===== src/core/asr_pkg.sv =====
package asr_pkg;

  // register offsets
  localparam logic [8:0] ASR_OFF_PIR = 9'h00C;
  localparam logic [8:0] ASR_OFF_RECEIVE_STATUS_CONTROL = 9'h018;
  localparam logic [8:0] ASR_OFF_RXDATA = 9'h01A;
  localparam logic [8:0] ASR_OFF_PIE = 9'h08C;
  localparam logic [8:0] ASR_OFF_TRANSMIT_STATUS_CONTROL = 9'h098;
  localparam logic [8:0] ASR_OFF_BAUD = 9'h099;

  // receive_status_control fields
  localparam int ASR_RC_SERIAL_PORT_ENABLE = 7;
  localparam int ASR_RC_RX9 = 6;
  localparam int ASR_RC_SREN = 5;
  localparam int ASR_RC_CONTINUOUS_RECEIVE_ENABLE = 4;
  localparam int ASR_RC_FRAMING_ERROR = 2;
  localparam int ASR_RC_OVERRUN_ERROR = 1;
  localparam int ASR_RC_NINTH_RECEIVED_BIT = 0;
  localparam logic [7:0] ASR_RC_WMASK = 8'hF0;

  // interrupt flag / enable fields
  localparam int ASR_PIR_RECEIVE_READY_FLAG = 5;
  localparam int ASR_PIE_RECEIVE_INTERRUPT_ENABLE = 5;

  // transmit_status_control fields
  localparam int ASR_TX_SYNC = 4;
  localparam int ASR_TX_HIGH_SPEED_BAUD_SELECT = 2;
  localparam int ASR_TX_TRMT = 1;

  // reset values
  localparam logic [7:0] ASR_RST_PIR = 8'h00;
  localparam logic [7:0] ASR_RST_RECEIVE_STATUS_CONTROL = 8'h00;
  localparam logic [7:0] ASR_RST_PIE = 8'h00;
  localparam logic [7:0] ASR_RST_TRANSMIT_STATUS_CONTROL = 8'h02;
  localparam logic [7:0] ASR_RST_BAUD = 8'h00;

  // timing: sixteen samples per bit, vote on samples 7, 8 and 9
  localparam logic [3:0] ASR_VOTE_A = 4'h7;
  localparam logic [3:0] ASR_VOTE_B = 4'h8;
  localparam logic [3:0] ASR_VOTE_C = 4'h9;
  localparam logic [3:0] ASR_BITS_8 = 4'h8;
  localparam logic [3:0] ASR_BITS_9 = 4'h9;
  localparam logic [1:0] ASR_FIFO_FULL = 2'h2;
  localparam int ASR_FIFO_DEPTH = 2;
  localparam logic [9:0] ASR_LOW_SPEED_MUL = 10'h004;

  typedef struct packed {
    logic [8:0] addr;
    logic [7:0] wdata;
    logic we;
    logic re;
  } asr_bus_req_t;

  typedef enum logic [1:0] {
    ASR_IDLE = 2'b00,
    ASR_START = 2'b01,
    ASR_DATA = 2'b10,
    ASR_STOP = 2'b11
  } asr_rx_state_t;

  typedef struct packed {
    logic framing_error;
    logic d9;
    logic [7:0] data;
  } asr_entry_t;

  typedef struct packed {
    asr_rx_state_t st;
    logic [3:0] samp_cnt;
    logic [3:0] bit_cnt;
    logic [1:0] votes;
    logic [8:0] shift;
    asr_entry_t [ASR_FIFO_DEPTH-1:0] fifo;
    logic rd_ptr;
    logic [1:0] count;
    logic overrun;
    logic [7:0] receive_status_control;
    logic [7:0] pir;
    logic [7:0] pie;
    logic [7:0] transmit_status_control;
    logic [7:0] baud;
    logic [7:0] rdata;
  } asr_core_t;

  typedef struct packed {
    logic s1;
    logic s2;
    logic s3;
    logic level;
    logic [9:0] div_cnt;
    logic tick;
  } asr_front_t;

endpackage : asr_pkg


===== src/core/asr_rx_front.sv =====
`timescale 1ns/1ps
module asr_rx_front (
  // clock and reset
  input wire logic clk_sys_i,
  input wire logic rst_n_i,
  input wire logic ce_i,
  // line and rate
  input wire logic receive_pin_i,
  input wire logic [7:0] baud_divisor_i,
  input wire logic high_speed_baud_select_i,
  // to receiver
  output logic line_o,
  output logic tick_o
);
  import asr_pkg::*;

  asr_front_t front_reg;
  asr_front_t front_next;
  logic [9:0] period;

  always_comb begin
    front_next = front_reg;
    period = {2'b00, baud_divisor_i} + 10'h001;
    if (!high_speed_baud_select_i) begin
      period = 10'(period * ASR_LOW_SPEED_MUL);
    end
    // three-stage synchroniser, level moves once stages two and three agree
    front_next.s1 = receive_pin_i;
    front_next.s2 = front_reg.s1;
    front_next.s3 = front_reg.s2;
    if (front_reg.s2 == front_reg.s3) begin
      front_next.level = front_reg.s3;
    end
    // sixteen-times-bit-rate sample strobe
    front_next.tick = 1'b0;
    if (front_reg.div_cnt >= period - 10'h001) begin
      front_next.div_cnt = 10'h000;
      front_next.tick = 1'b1;
    end else begin
      front_next.div_cnt = front_reg.div_cnt + 10'h001;
    end
  end

  always_ff @(posedge clk_sys_i) begin
    if (!rst_n_i) begin
      front_reg <= '{s1: 1'b1, s2: 1'b1, s3: 1'b1, level: 1'b1, div_cnt: 10'h000, tick: 1'b0};
    end else if (ce_i) begin
      front_reg <= front_next;
    end
  end

  assign line_o = front_reg.level;
  assign tick_o = front_reg.tick & ce_i;

endmodule : asr_rx_front


===== src/core/asr_receiver.sv =====
`timescale 1ns/1ps
// Behaviour
// - sample receive line sixteen times per bit
// - receive only while continuous enable is set
// - after stop bit, move byte into FIFO
// - FIFO write sets receive-ready flag
// - interrupt gated by receive interrupt enable
// - ready flag read-only, clears when FIFO empty
// - two-entry FIFO, third byte still shifts
// - full at third stop: overrun, drop byte
// - overrun blocks reception until continuous enable is cleared
// - stop bit zero sets framing error
// - framing and ninth bit stored per entry
// - shared receive pin feeds the sampler
module asr_receiver (
  // clock and reset
  input wire logic clk_sys_i,
  input wire logic rst_n_i,
  input wire logic ce_i,
  // register port
  input wire asr_pkg::asr_bus_req_t bus_i,
  output logic [7:0] rdata_o,
  // serial line
  input wire logic receive_pin_i,
  // interrupt
  output logic rx_irq_o
);
  import asr_pkg::*;

  asr_core_t core_reg;
  asr_core_t core_next;
  logic line;
  logic tick;
  logic rx_on;
  logic vote;
  logic pop;
  logic push;
  logic full;
  logic wr_idx;
  logic [3:0] frame_bits;
  asr_entry_t head;
  asr_entry_t new_entry;
  logic [7:0] rd_val;
  logic [7:0] receive_status_control_view;
  logic [7:0] pir_view;
  logic [7:0] transmit_status_control_view;

  asr_rx_front u_front (
    .clk_sys_i(clk_sys_i),
    .rst_n_i(rst_n_i),
    .ce_i(ce_i),
    .receive_pin_i(receive_pin_i),
    .baud_divisor_i(core_reg.baud),
    .high_speed_baud_select_i(core_reg.transmit_status_control[ASR_TX_HIGH_SPEED_BAUD_SELECT]),
    .line_o(line),
    .tick_o(tick)
  );

  // status views
  always_comb begin
    head = core_reg.fifo[core_reg.rd_ptr];
    if (core_reg.count == 2'h0) begin
      head = '0;
    end
    receive_status_control_view = core_reg.receive_status_control & ASR_RC_WMASK;
    receive_status_control_view[ASR_RC_FRAMING_ERROR] = head.framing_error;
    receive_status_control_view[ASR_RC_OVERRUN_ERROR] = core_reg.overrun;
    receive_status_control_view[ASR_RC_NINTH_RECEIVED_BIT] = head.d9;
    pir_view = core_reg.pir;
    pir_view[ASR_PIR_RECEIVE_READY_FLAG] = (core_reg.count != 2'h0);
    transmit_status_control_view = core_reg.transmit_status_control;
    transmit_status_control_view[ASR_TX_TRMT] = 1'b1;
  end

  always_comb begin
    core_next = core_reg;
    pop = 1'b0;
    push = 1'b0;
    new_entry = '0;
    rd_val = 8'h00;
    vote = 1'b0;
    frame_bits = core_reg.receive_status_control[ASR_RC_RX9] ? ASR_BITS_9 : ASR_BITS_8;

    // register writes
    if (bus_i.we) begin
      case (bus_i.addr)
        ASR_OFF_PIR: begin
          core_next.pir = bus_i.wdata;
          core_next.pir[ASR_PIR_RECEIVE_READY_FLAG] = 1'b0;
        end
        ASR_OFF_RECEIVE_STATUS_CONTROL: core_next.receive_status_control = bus_i.wdata & ASR_RC_WMASK;
        ASR_OFF_PIE: core_next.pie = bus_i.wdata;
        ASR_OFF_TRANSMIT_STATUS_CONTROL: core_next.transmit_status_control = bus_i.wdata;
        ASR_OFF_BAUD: core_next.baud = bus_i.wdata;
        default: ;
      endcase
    end

    // register reads; data register read pops the FIFO
    if (bus_i.re) begin
      case (bus_i.addr)
        ASR_OFF_PIR: rd_val = pir_view;
        ASR_OFF_RECEIVE_STATUS_CONTROL: rd_val = receive_status_control_view;
        ASR_OFF_RXDATA: begin
          rd_val = head.data;
          pop = (core_reg.count != 2'h0);
        end
        ASR_OFF_PIE: rd_val = core_reg.pie;
        ASR_OFF_TRANSMIT_STATUS_CONTROL: rd_val = transmit_status_control_view;
        ASR_OFF_BAUD: rd_val = core_reg.baud;
        default: rd_val = 8'h00;
      endcase
    end
    core_next.rdata = bus_i.re ? rd_val : 8'h00;

    // a pop in the same cycle frees a slot for the arriving byte
    full = (core_reg.count == ASR_FIFO_FULL) && !pop;
    rx_on = core_reg.receive_status_control[ASR_RC_SERIAL_PORT_ENABLE] && core_reg.receive_status_control[ASR_RC_CONTINUOUS_RECEIVE_ENABLE]
            && !core_reg.transmit_status_control[ASR_TX_SYNC];

    // receive engine
    if (!core_reg.receive_status_control[ASR_RC_CONTINUOUS_RECEIVE_ENABLE]) begin
      core_next.overrun = 1'b0;
      core_next.st = ASR_IDLE;
    end else if (!rx_on || core_reg.overrun) begin
      core_next.st = ASR_IDLE;
    end else begin
      if (tick) begin
        core_next.samp_cnt = core_reg.samp_cnt + 4'h1;
        if (core_reg.samp_cnt == ASR_VOTE_A) begin
          core_next.votes[0] = line;
        end
        if (core_reg.samp_cnt == ASR_VOTE_B) begin
          core_next.votes[1] = line;
        end
      end
      vote = (core_reg.votes[0] & core_reg.votes[1]) | (core_reg.votes[0] & line)
             | (core_reg.votes[1] & line);
      case (core_reg.st)
        ASR_IDLE: begin
          core_next.samp_cnt = 4'h0;
          if (!line) begin
            core_next.st = ASR_START;
          end
        end
        ASR_START: begin
          if (tick && core_reg.samp_cnt == ASR_VOTE_C) begin
            if (vote) begin
              core_next.st = ASR_IDLE;
            end else begin
              core_next.st = ASR_DATA;
              core_next.bit_cnt = 4'h0;
            end
          end
        end
        ASR_DATA: begin
          if (tick && core_reg.samp_cnt == ASR_VOTE_C) begin
            core_next.shift = {vote, core_reg.shift[8:1]};
            core_next.bit_cnt = core_reg.bit_cnt + 4'h1;
            if (core_reg.bit_cnt + 4'h1 == frame_bits) begin
              core_next.st = ASR_STOP;
            end
          end
        end
        ASR_STOP: begin
          if (tick && core_reg.samp_cnt == ASR_VOTE_C) begin
            core_next.st = ASR_IDLE;
            new_entry.framing_error = !vote;
            if (core_reg.receive_status_control[ASR_RC_RX9]) begin
              new_entry.d9 = core_reg.shift[8];
              new_entry.data = core_reg.shift[7:0];
            end else begin
              new_entry.d9 = 1'b0;
              new_entry.data = core_reg.shift[8:1];
            end
            if (full) begin
              core_next.overrun = 1'b1;
            end else begin
              push = 1'b1;
            end
          end
        end
        default: core_next.st = ASR_IDLE;
      endcase
    end

    // FIFO pointers; entry written at head plus occupancy
    wr_idx = core_reg.rd_ptr ^ core_reg.count[0];
    for (int i = 0; i < ASR_FIFO_DEPTH; i++) begin
      if (push && wr_idx == 1'(i)) begin
        core_next.fifo[i] = new_entry;
      end
    end
    if (pop) begin
      core_next.rd_ptr = !core_reg.rd_ptr;
    end
    core_next.count = core_reg.count + {1'b0, push} - {1'b0, pop};
  end

  always_ff @(posedge clk_sys_i) begin
    if (!rst_n_i) begin
      core_reg <= '{
        st: ASR_IDLE,
        samp_cnt: 4'h0,
        bit_cnt: 4'h0,
        votes: 2'h0,
        shift: 9'h000,
        fifo: '0,
        rd_ptr: 1'b0,
        count: 2'h0,
        overrun: 1'b0,
        receive_status_control: ASR_RST_RECEIVE_STATUS_CONTROL,
        pir: ASR_RST_PIR,
        pie: ASR_RST_PIE,
        transmit_status_control: ASR_RST_TRANSMIT_STATUS_CONTROL,
        baud: ASR_RST_BAUD,
        rdata: 8'h00
      };
    end else if (ce_i) begin
      core_reg <= core_next;
    end
  end

  assign rdata_o = core_reg.rdata;
  assign rx_irq_o = (core_reg.count != 2'h0) && core_reg.pie[ASR_PIE_RECEIVE_INTERRUPT_ENABLE];

endmodule : asr_receiver


===== config.mk =====
export PLATFORM = sky130hd
export DESIGN_NAME = asr_receiver
export DESIGN_NICKNAME = d
export VERILOG_FILES = /design/src/core/asr_pkg.sv /design/src/core/asr_rx_front.sv /design/src/core/asr_receiver.sv
export SDC_FILE = /design/constraint.sdc
export NUM_CORES = 1
export LEC_CHECK = 0
export BUFFER_PORTS_ARGS = -buffer_cell sky130_fd_sc_hd__buf_2
export CAP_MARGIN = 20
export CORE_ASPECT_RATIO = 1.2
export CORE_UTILIZATION = 61
export CTS_CLUSTER_DIAMETER = 150
export DETAILED_ROUTE_END_ITERATION = 10
export PLACE_DENSITY = 0.85
export SYNTH_ARGS = -nofsm -noshare
export SYNTH_HDL_FRONTEND = slang
export SYNTH_SLANG_ARGS = --single-unit

===== constraint.sdc =====
create_clock -name clk_sys_i -period 3.7 [get_ports clk_sys_i]
set_input_delay 0.185 -clock clk_sys_i [delete_from_list [all_inputs] [get_ports clk_sys_i]]
set_output_delay 0.185 -clock clk_sys_i [all_outputs]
set_load 0.02 [all_outputs]

; ---- Word-level counts from Yosys, hierarchy flattened
; Cells that the tools add are included.
[totals]
reg_bits = 103
latch_bits = 0
ramBits = 0
rom_bits = 0
inputBits = 23
output_inout_bits = 9
elab_cells = 147
n_memories = 0
[classes]
n_addsub = 7
n_mul = 0
div = 0
magnitude_cmp = 2
eq_ne = 27
shift = 0
n_mux = 41
n_bitwise = 9
reduce_logical = 34
[ops]
columns = operator, count
row1 = 2-to-1 mux 10 bit, 9
row2 = case mux 8 bit (6 select lines), 1
row3 = equality test 9 x 8 -> 1 bit (second input constant), 3
row4 = 2-to-1 mux 4 bit, 5
row5 = inequality test 4 bit (second input constant), 5
row6 = AND reduction 5 bit, 4
row7 = equality test 9 x 5 -> 1 bit (second input constant), 2
row8 = 2-to-1 mux 2 bit, 8
row9 = AND reduction 3 bit, 5
row10 = 2-to-1 mux 1 bit, 14
row11 = adder 10 x 1 -> 10 bit (second input constant), 1
row12 = greater-or-equal comparator 10 bit, 1
row13 = subtractor 10 x 1 -> 10 bit (second input constant), 1
row14 = adder 8 x 1 -> 9 bit (second input constant), 1
row15 = equality test 9 x 4 -> 1 bit (second input constant), 1
row16 = 2-to-1 mux 9 bit, 1
row17 = adder 4 x 1 -> 4 bit (second input constant), 2
row18 = equality test 4 bit (second input constant), 2
row19 = 2-to-1 mux 8 bit, 1
row20 = inequality test 2 bit (second input constant), 4
row21 = case mux 2 bit (4 select lines), 1
row22 = case mux 4 bit (2 select lines), 1
row23 = AND reduction 2 bit, 4
row24 = logical AND 1 bit, 7
row25 = other kinds (20), 36

; ---- Depth between registers and ports, before layout
[logic_depth]
ltp_word = 12
ltp_mapped = 14
mapped_depth_nobuf = 13

; ---- Modules after synthesis
; Synthesis repeated with hierarchy kept, for this count alone.
[unflattened]
cells_unflattened = 663
hier_area_um2 = 5641.7
[modules_own_cells]
columns = module, instances, cells_each, area_each_um2, seq_area_each_um2
row1 = asr_receiver, 1, 494, 4295.4, 1741.7
row2 = asr_rx_front, 1, 169, 1346.3, 300.3

; ---- Worst setup path after synthesis
; Ideal clock, no wire load.
[synth_path]
path_type = flip-flop to flip-flop
startpoint = reg core_reg[18] (netlist name)
endpoint = reg u_front.front_reg[10] (netlist name)
setup_ps = 142
arrival_ps = 2767
required_ps = 3558
path_slack_ps = 791
stages_incl_launch_ff = 14
n_path_buf = 2
synth_period_minus_slack_ps = 2909
cell_sequence = dfxtp_1 > clkbuf_1 > clkbuf_1 > nand2b_1 > ha_1 > nor2b_1 > nand4_1 > and3b_1 > xor2_1 > ha_1 > o21a_1 > o21ai_0 > o21ai_1 > a21oi_1
[synth_between]
elab_chain_len = 4
[synth_lines]
columns = item, line
row1 = start: declaration, asr_receiver.sv:30  ; asr_core_t core_reg;
row2 = start signal: assignment, asr_receiver.sv:202  ; core_reg <= '{
row3 = start signal: assignment, asr_receiver.sv:220  ; core_reg <= core_next;
row4 = 2-to-1 mux 10 bit, asr_rx_front.sv:24  ; if (!high_speed_baud_select_i) begin
row5 = subtractor 10 x 1 -> 10 bit, asr_rx_front.sv:36  ; if (front_reg.div_cnt >= period - 10'h001) begin
row6 = greater-or-equal comparator 10 bit, asr_rx_front.sv:36
row7 = 2-to-1 mux 10 bit, asr_rx_front.sv:36
row8 = end signal: assignment, asr_rx_front.sv:46  ; front_reg <= '{s1: 1'b1, s2: 1'b1, s3: 1'b1, level: 1'b1, div_cnt: 10'h000, tick: 1'b0};
row9 = end signal: assignment, asr_rx_front.sv:48  ; front_reg <= front_next;
row10 = end: declaration, asr_rx_front.sv:17  ; asr_front_t front_reg;
; Every way passes these cells.
; A chain may end at the register's enable or synchronous reset.

; ---- Worst setup path in the final report
[layout_path]
startpoint = reg core_reg[8] (netlist name)
endpoint = reg u_front.front_reg[9] (netlist name)
[layout_between]
elab_chain_len = 5
[layout_lines]
columns = item, line
row1 = adder 8 x 1 -> 9 bit, asr_rx_front.sv:23  ; period = {2'b00, baud_divisor_i} + 10'h001;
row2 = 2-to-1 mux 10 bit, asr_rx_front.sv:24
row3 = subtractor 10 x 1 -> 10 bit, asr_rx_front.sv:36
row4 = greater-or-equal comparator 10 bit, asr_rx_front.sv:36
row5 = 2-to-1 mux 10 bit, asr_rx_front.sv:36
; Every way passes these cells.

==> out/qor.yml <==
synth.area.top_cells: "dfxtp_1 37%, mux2i_1 7.8%, nand2_1 5.9%"
end_kind: "register"
path_common_cell: "ha_1"
drive_gt1_frac: 0.119
grt_antenna_before_repair: 0
clock_skew_ns: 0.0129
track_usage: 0.294
yosys_warnings: 0
clk_latency_ns: 0.38
fin_crit_ns: 3.41
synth-main-ff-cell: "dfxtp_1"
power.switching_w: 0.000530
synth_edf_count: 0
internal-power_w: 0.00155
rows: 37
worstSetupStartpointType: "register"
grt_pass1_vias: 4635
critPathBufInv: 0
diodes: 0
timing.final.crit_share: 0.922
grt_overflow: 0
synth-seq-area-share: 0.368
swShare: 0.255
largest_reg_flops: 79
die_h_um: 107
crit_type: "reg2reg"
grt_pass1_wl_um: 21800
slowest_stage: "o21ai_1"
mostFrequentLayoutCells: "102 x dfxtp_1, 88 x nand2_1, 56 x a21oi_1"
synth.distinct_cells: 67
async_reset_ff_frac: 0
syn_to_final_growth_pct: 6.15
cts_num_sinks: 102
rsz0062_at_grt: "no"
path_cells: "ha_1, nand3_1, xnor2_1, o221ai_1, nand4_1, nand3b_1, xor2_1, ha_1, o21a_1, o21ai_0, o21ai_1, a21oi_1"
fmax_mhz: 293
maxSlewViolCount: 0
total_power_w: 0.00208
dp.cells: 772
drc: 0
yosys.area.top_type: "dfxtp_1"
cts_tree: "done"
seqPwrFrac: 0.545
nets: 709
post_cts.repair.setup_buffers: 0
vias: 4890
clkTransAtPathRegs_ns: 0.11
ys_ff_latch: 102
final_cell_area_um2: 5890
setup_viol_count_final: 0
status: "completed"
dp_hpwl_um: 9300
drtIter0Drc: 358
routabilityCongestion: 0.900
via_per_inst: 6.21
irDropWorstVdd_mv: 0.199
reg2reg_slack_ns: 0.29
p_leak_nw: 2.16
path_delay_family: "compound AO/OA/AOI/OAI gates"
antenna_left: 0
htree_levels: 3
numCtsBuffers: 9
hold_viol_final: 0
worst_slack_ns: 0.289
ios: 32
max_stage_delay_ns: 0.62
avgSynthCellArea_um2: 8.34
die_w_um: 89.1
maxCapViolCount: 0
mappedNetlistArea_um2: 5550
fin_cells: 788
fill_cells: 724
layout_commonest_cell: "dfxtp_1"
p_per_area_nw_per_um2: 353
place_ws_ns: 0.445
maxSlewHeadroom: 0.465
initial_utilization: 0.638
die_area_um2: 9490
firstDrtPassIters: 5
tns_ns: 0
required_ns: 3.95
wl_per_cell_um: 16.8
synth_nets: 709
grt_max_degree: 45
clock-root-buffer: "clkbuf_8"
core_um2: 8700
arrival_ns: 3.66
holdCritPathClass: "in2reg"
power_frac_clock: 0.389
synth_top_cell_area_share: 0.368
cts_resized: 0
port_buffers: 31
syn_inst: 666
post_dp_cell_area_um2: 5660
crit_path_max_fanout: 10
drt_wl_total_um: 13300
cts_buffer_depth: 2
holdBufCountCts: 0
tightestPinTransition_ns: 0.801
p_comb_frac: 0.066
-- stage by stage --
stage          hold WS, ns   util
3_3_place_gp         0.402  0.651
3_5_place_dp         0.430  0.651
4_1_cts             0.0418  0.677
2_1_floorplan        0.313      -
6_report            0.0413  0.677
5_1_grt             0.0633  0.677
-- cell usage after synthesis, types with 2 or more instances --
cell type / n
dfxtp_1: 102
nand2_1: 88
a21oi_1: 56
nor2_1: 53
nand3_1: 44
mux2i_1: 43
clkbuf_1: 28
o21ai_1: 22
ha_1: 20
inv_1: 14
xor2_1: 14
o21ai_0: 13
xnor2_1: 13
mux2_2: 12
o22ai_1: 12
buf_4: 9
nand2b_1: 9
nand4_1: 9
buf_2: 8
a22oi_1: 7
and2_1: 7
nor3_1: 7
o2bb2ai_1: 7
a32oi_1: 5
and3_1: 4
nand3b_1: 4
a211o_1: 3
a21o_1: 3
nor2b_1: 3
or2_2: 3
a211oi_1: 2
and3b_1: 2
and4_1: 2
mux4_2: 2
nand4b_1: 2
o21a_1: 2
or3_1: 2
-- layer usage --
metal	track usage	vias to the layer above	share of wire
li1	-	2357	-
met1	0.365	2317	0.43
met2	0.477	180	0.48
met3	0.0660	36	0.059
met4	0.135	0	0.031
met5	0	-	0
-- kinds of logic after synthesis --
logic type | after synthesis | share of synthesized area
AOI/OAI and AO/OA | 144 | 0.157
xor gates and xnor gates | 27 | 0.0426
adders and majority gates | 21 | 0.0469
buffers and inverters | 62 | 0.0512
DFF | 102 | 0.368
muxes | 57 | 0.110
and+or+nand+nor | 253 | 0.224
-- final timing paths --
check | startpoint | endpoint | cells after the start
worst max register to register | core_reg[8] | u_front.front_reg[9] | 12
worst max-delay path | core_reg[8] | u_front.front_reg[9] | 12
worst min register to register | rdata_o[0] | rdata_o[0] | 2
worst min-delay path | receive_pin_i | u_front.front_next[13] | 3
-- cell type report --
class,instances,area [um^2],area share
clock buffer,9,124,0.0210
clock inverter,7,106,0.0180
sequential,102,2040,0.346
timing repair buffer,36,193,0.0327
inverter,15,56.3,0.00955
multi-input combinational,502,3230,0.547
tap,117,146,0.0248
-- power groups by stage --
stage                     clock (W)  combinational (W)  sequential (W)
after floorplan                   0          0.0000952         0.00115
after detailed placement          0           0.000135         0.00116
final                      0.000810           0.000137         0.00113
after global placement            0           0.000127         0.00116
after CTS                  0.000811           0.000136         0.00113
after global routing       0.000862           0.000152         0.00114
-- worst reg2reg max path: cells and delay by family (launching register included) --
| family | cells | cell delay (ns) |
|---|---|---|
| compound gates | 5 | 1.31 |
| xor+xnor | 2 | 0.34 |
| fa+ha+maj | 2 | 0.59 |
| flops | 1 | 0.49 |
| simple gates | 3 | 0.54 |
Power figures use the tool's default switching activity.
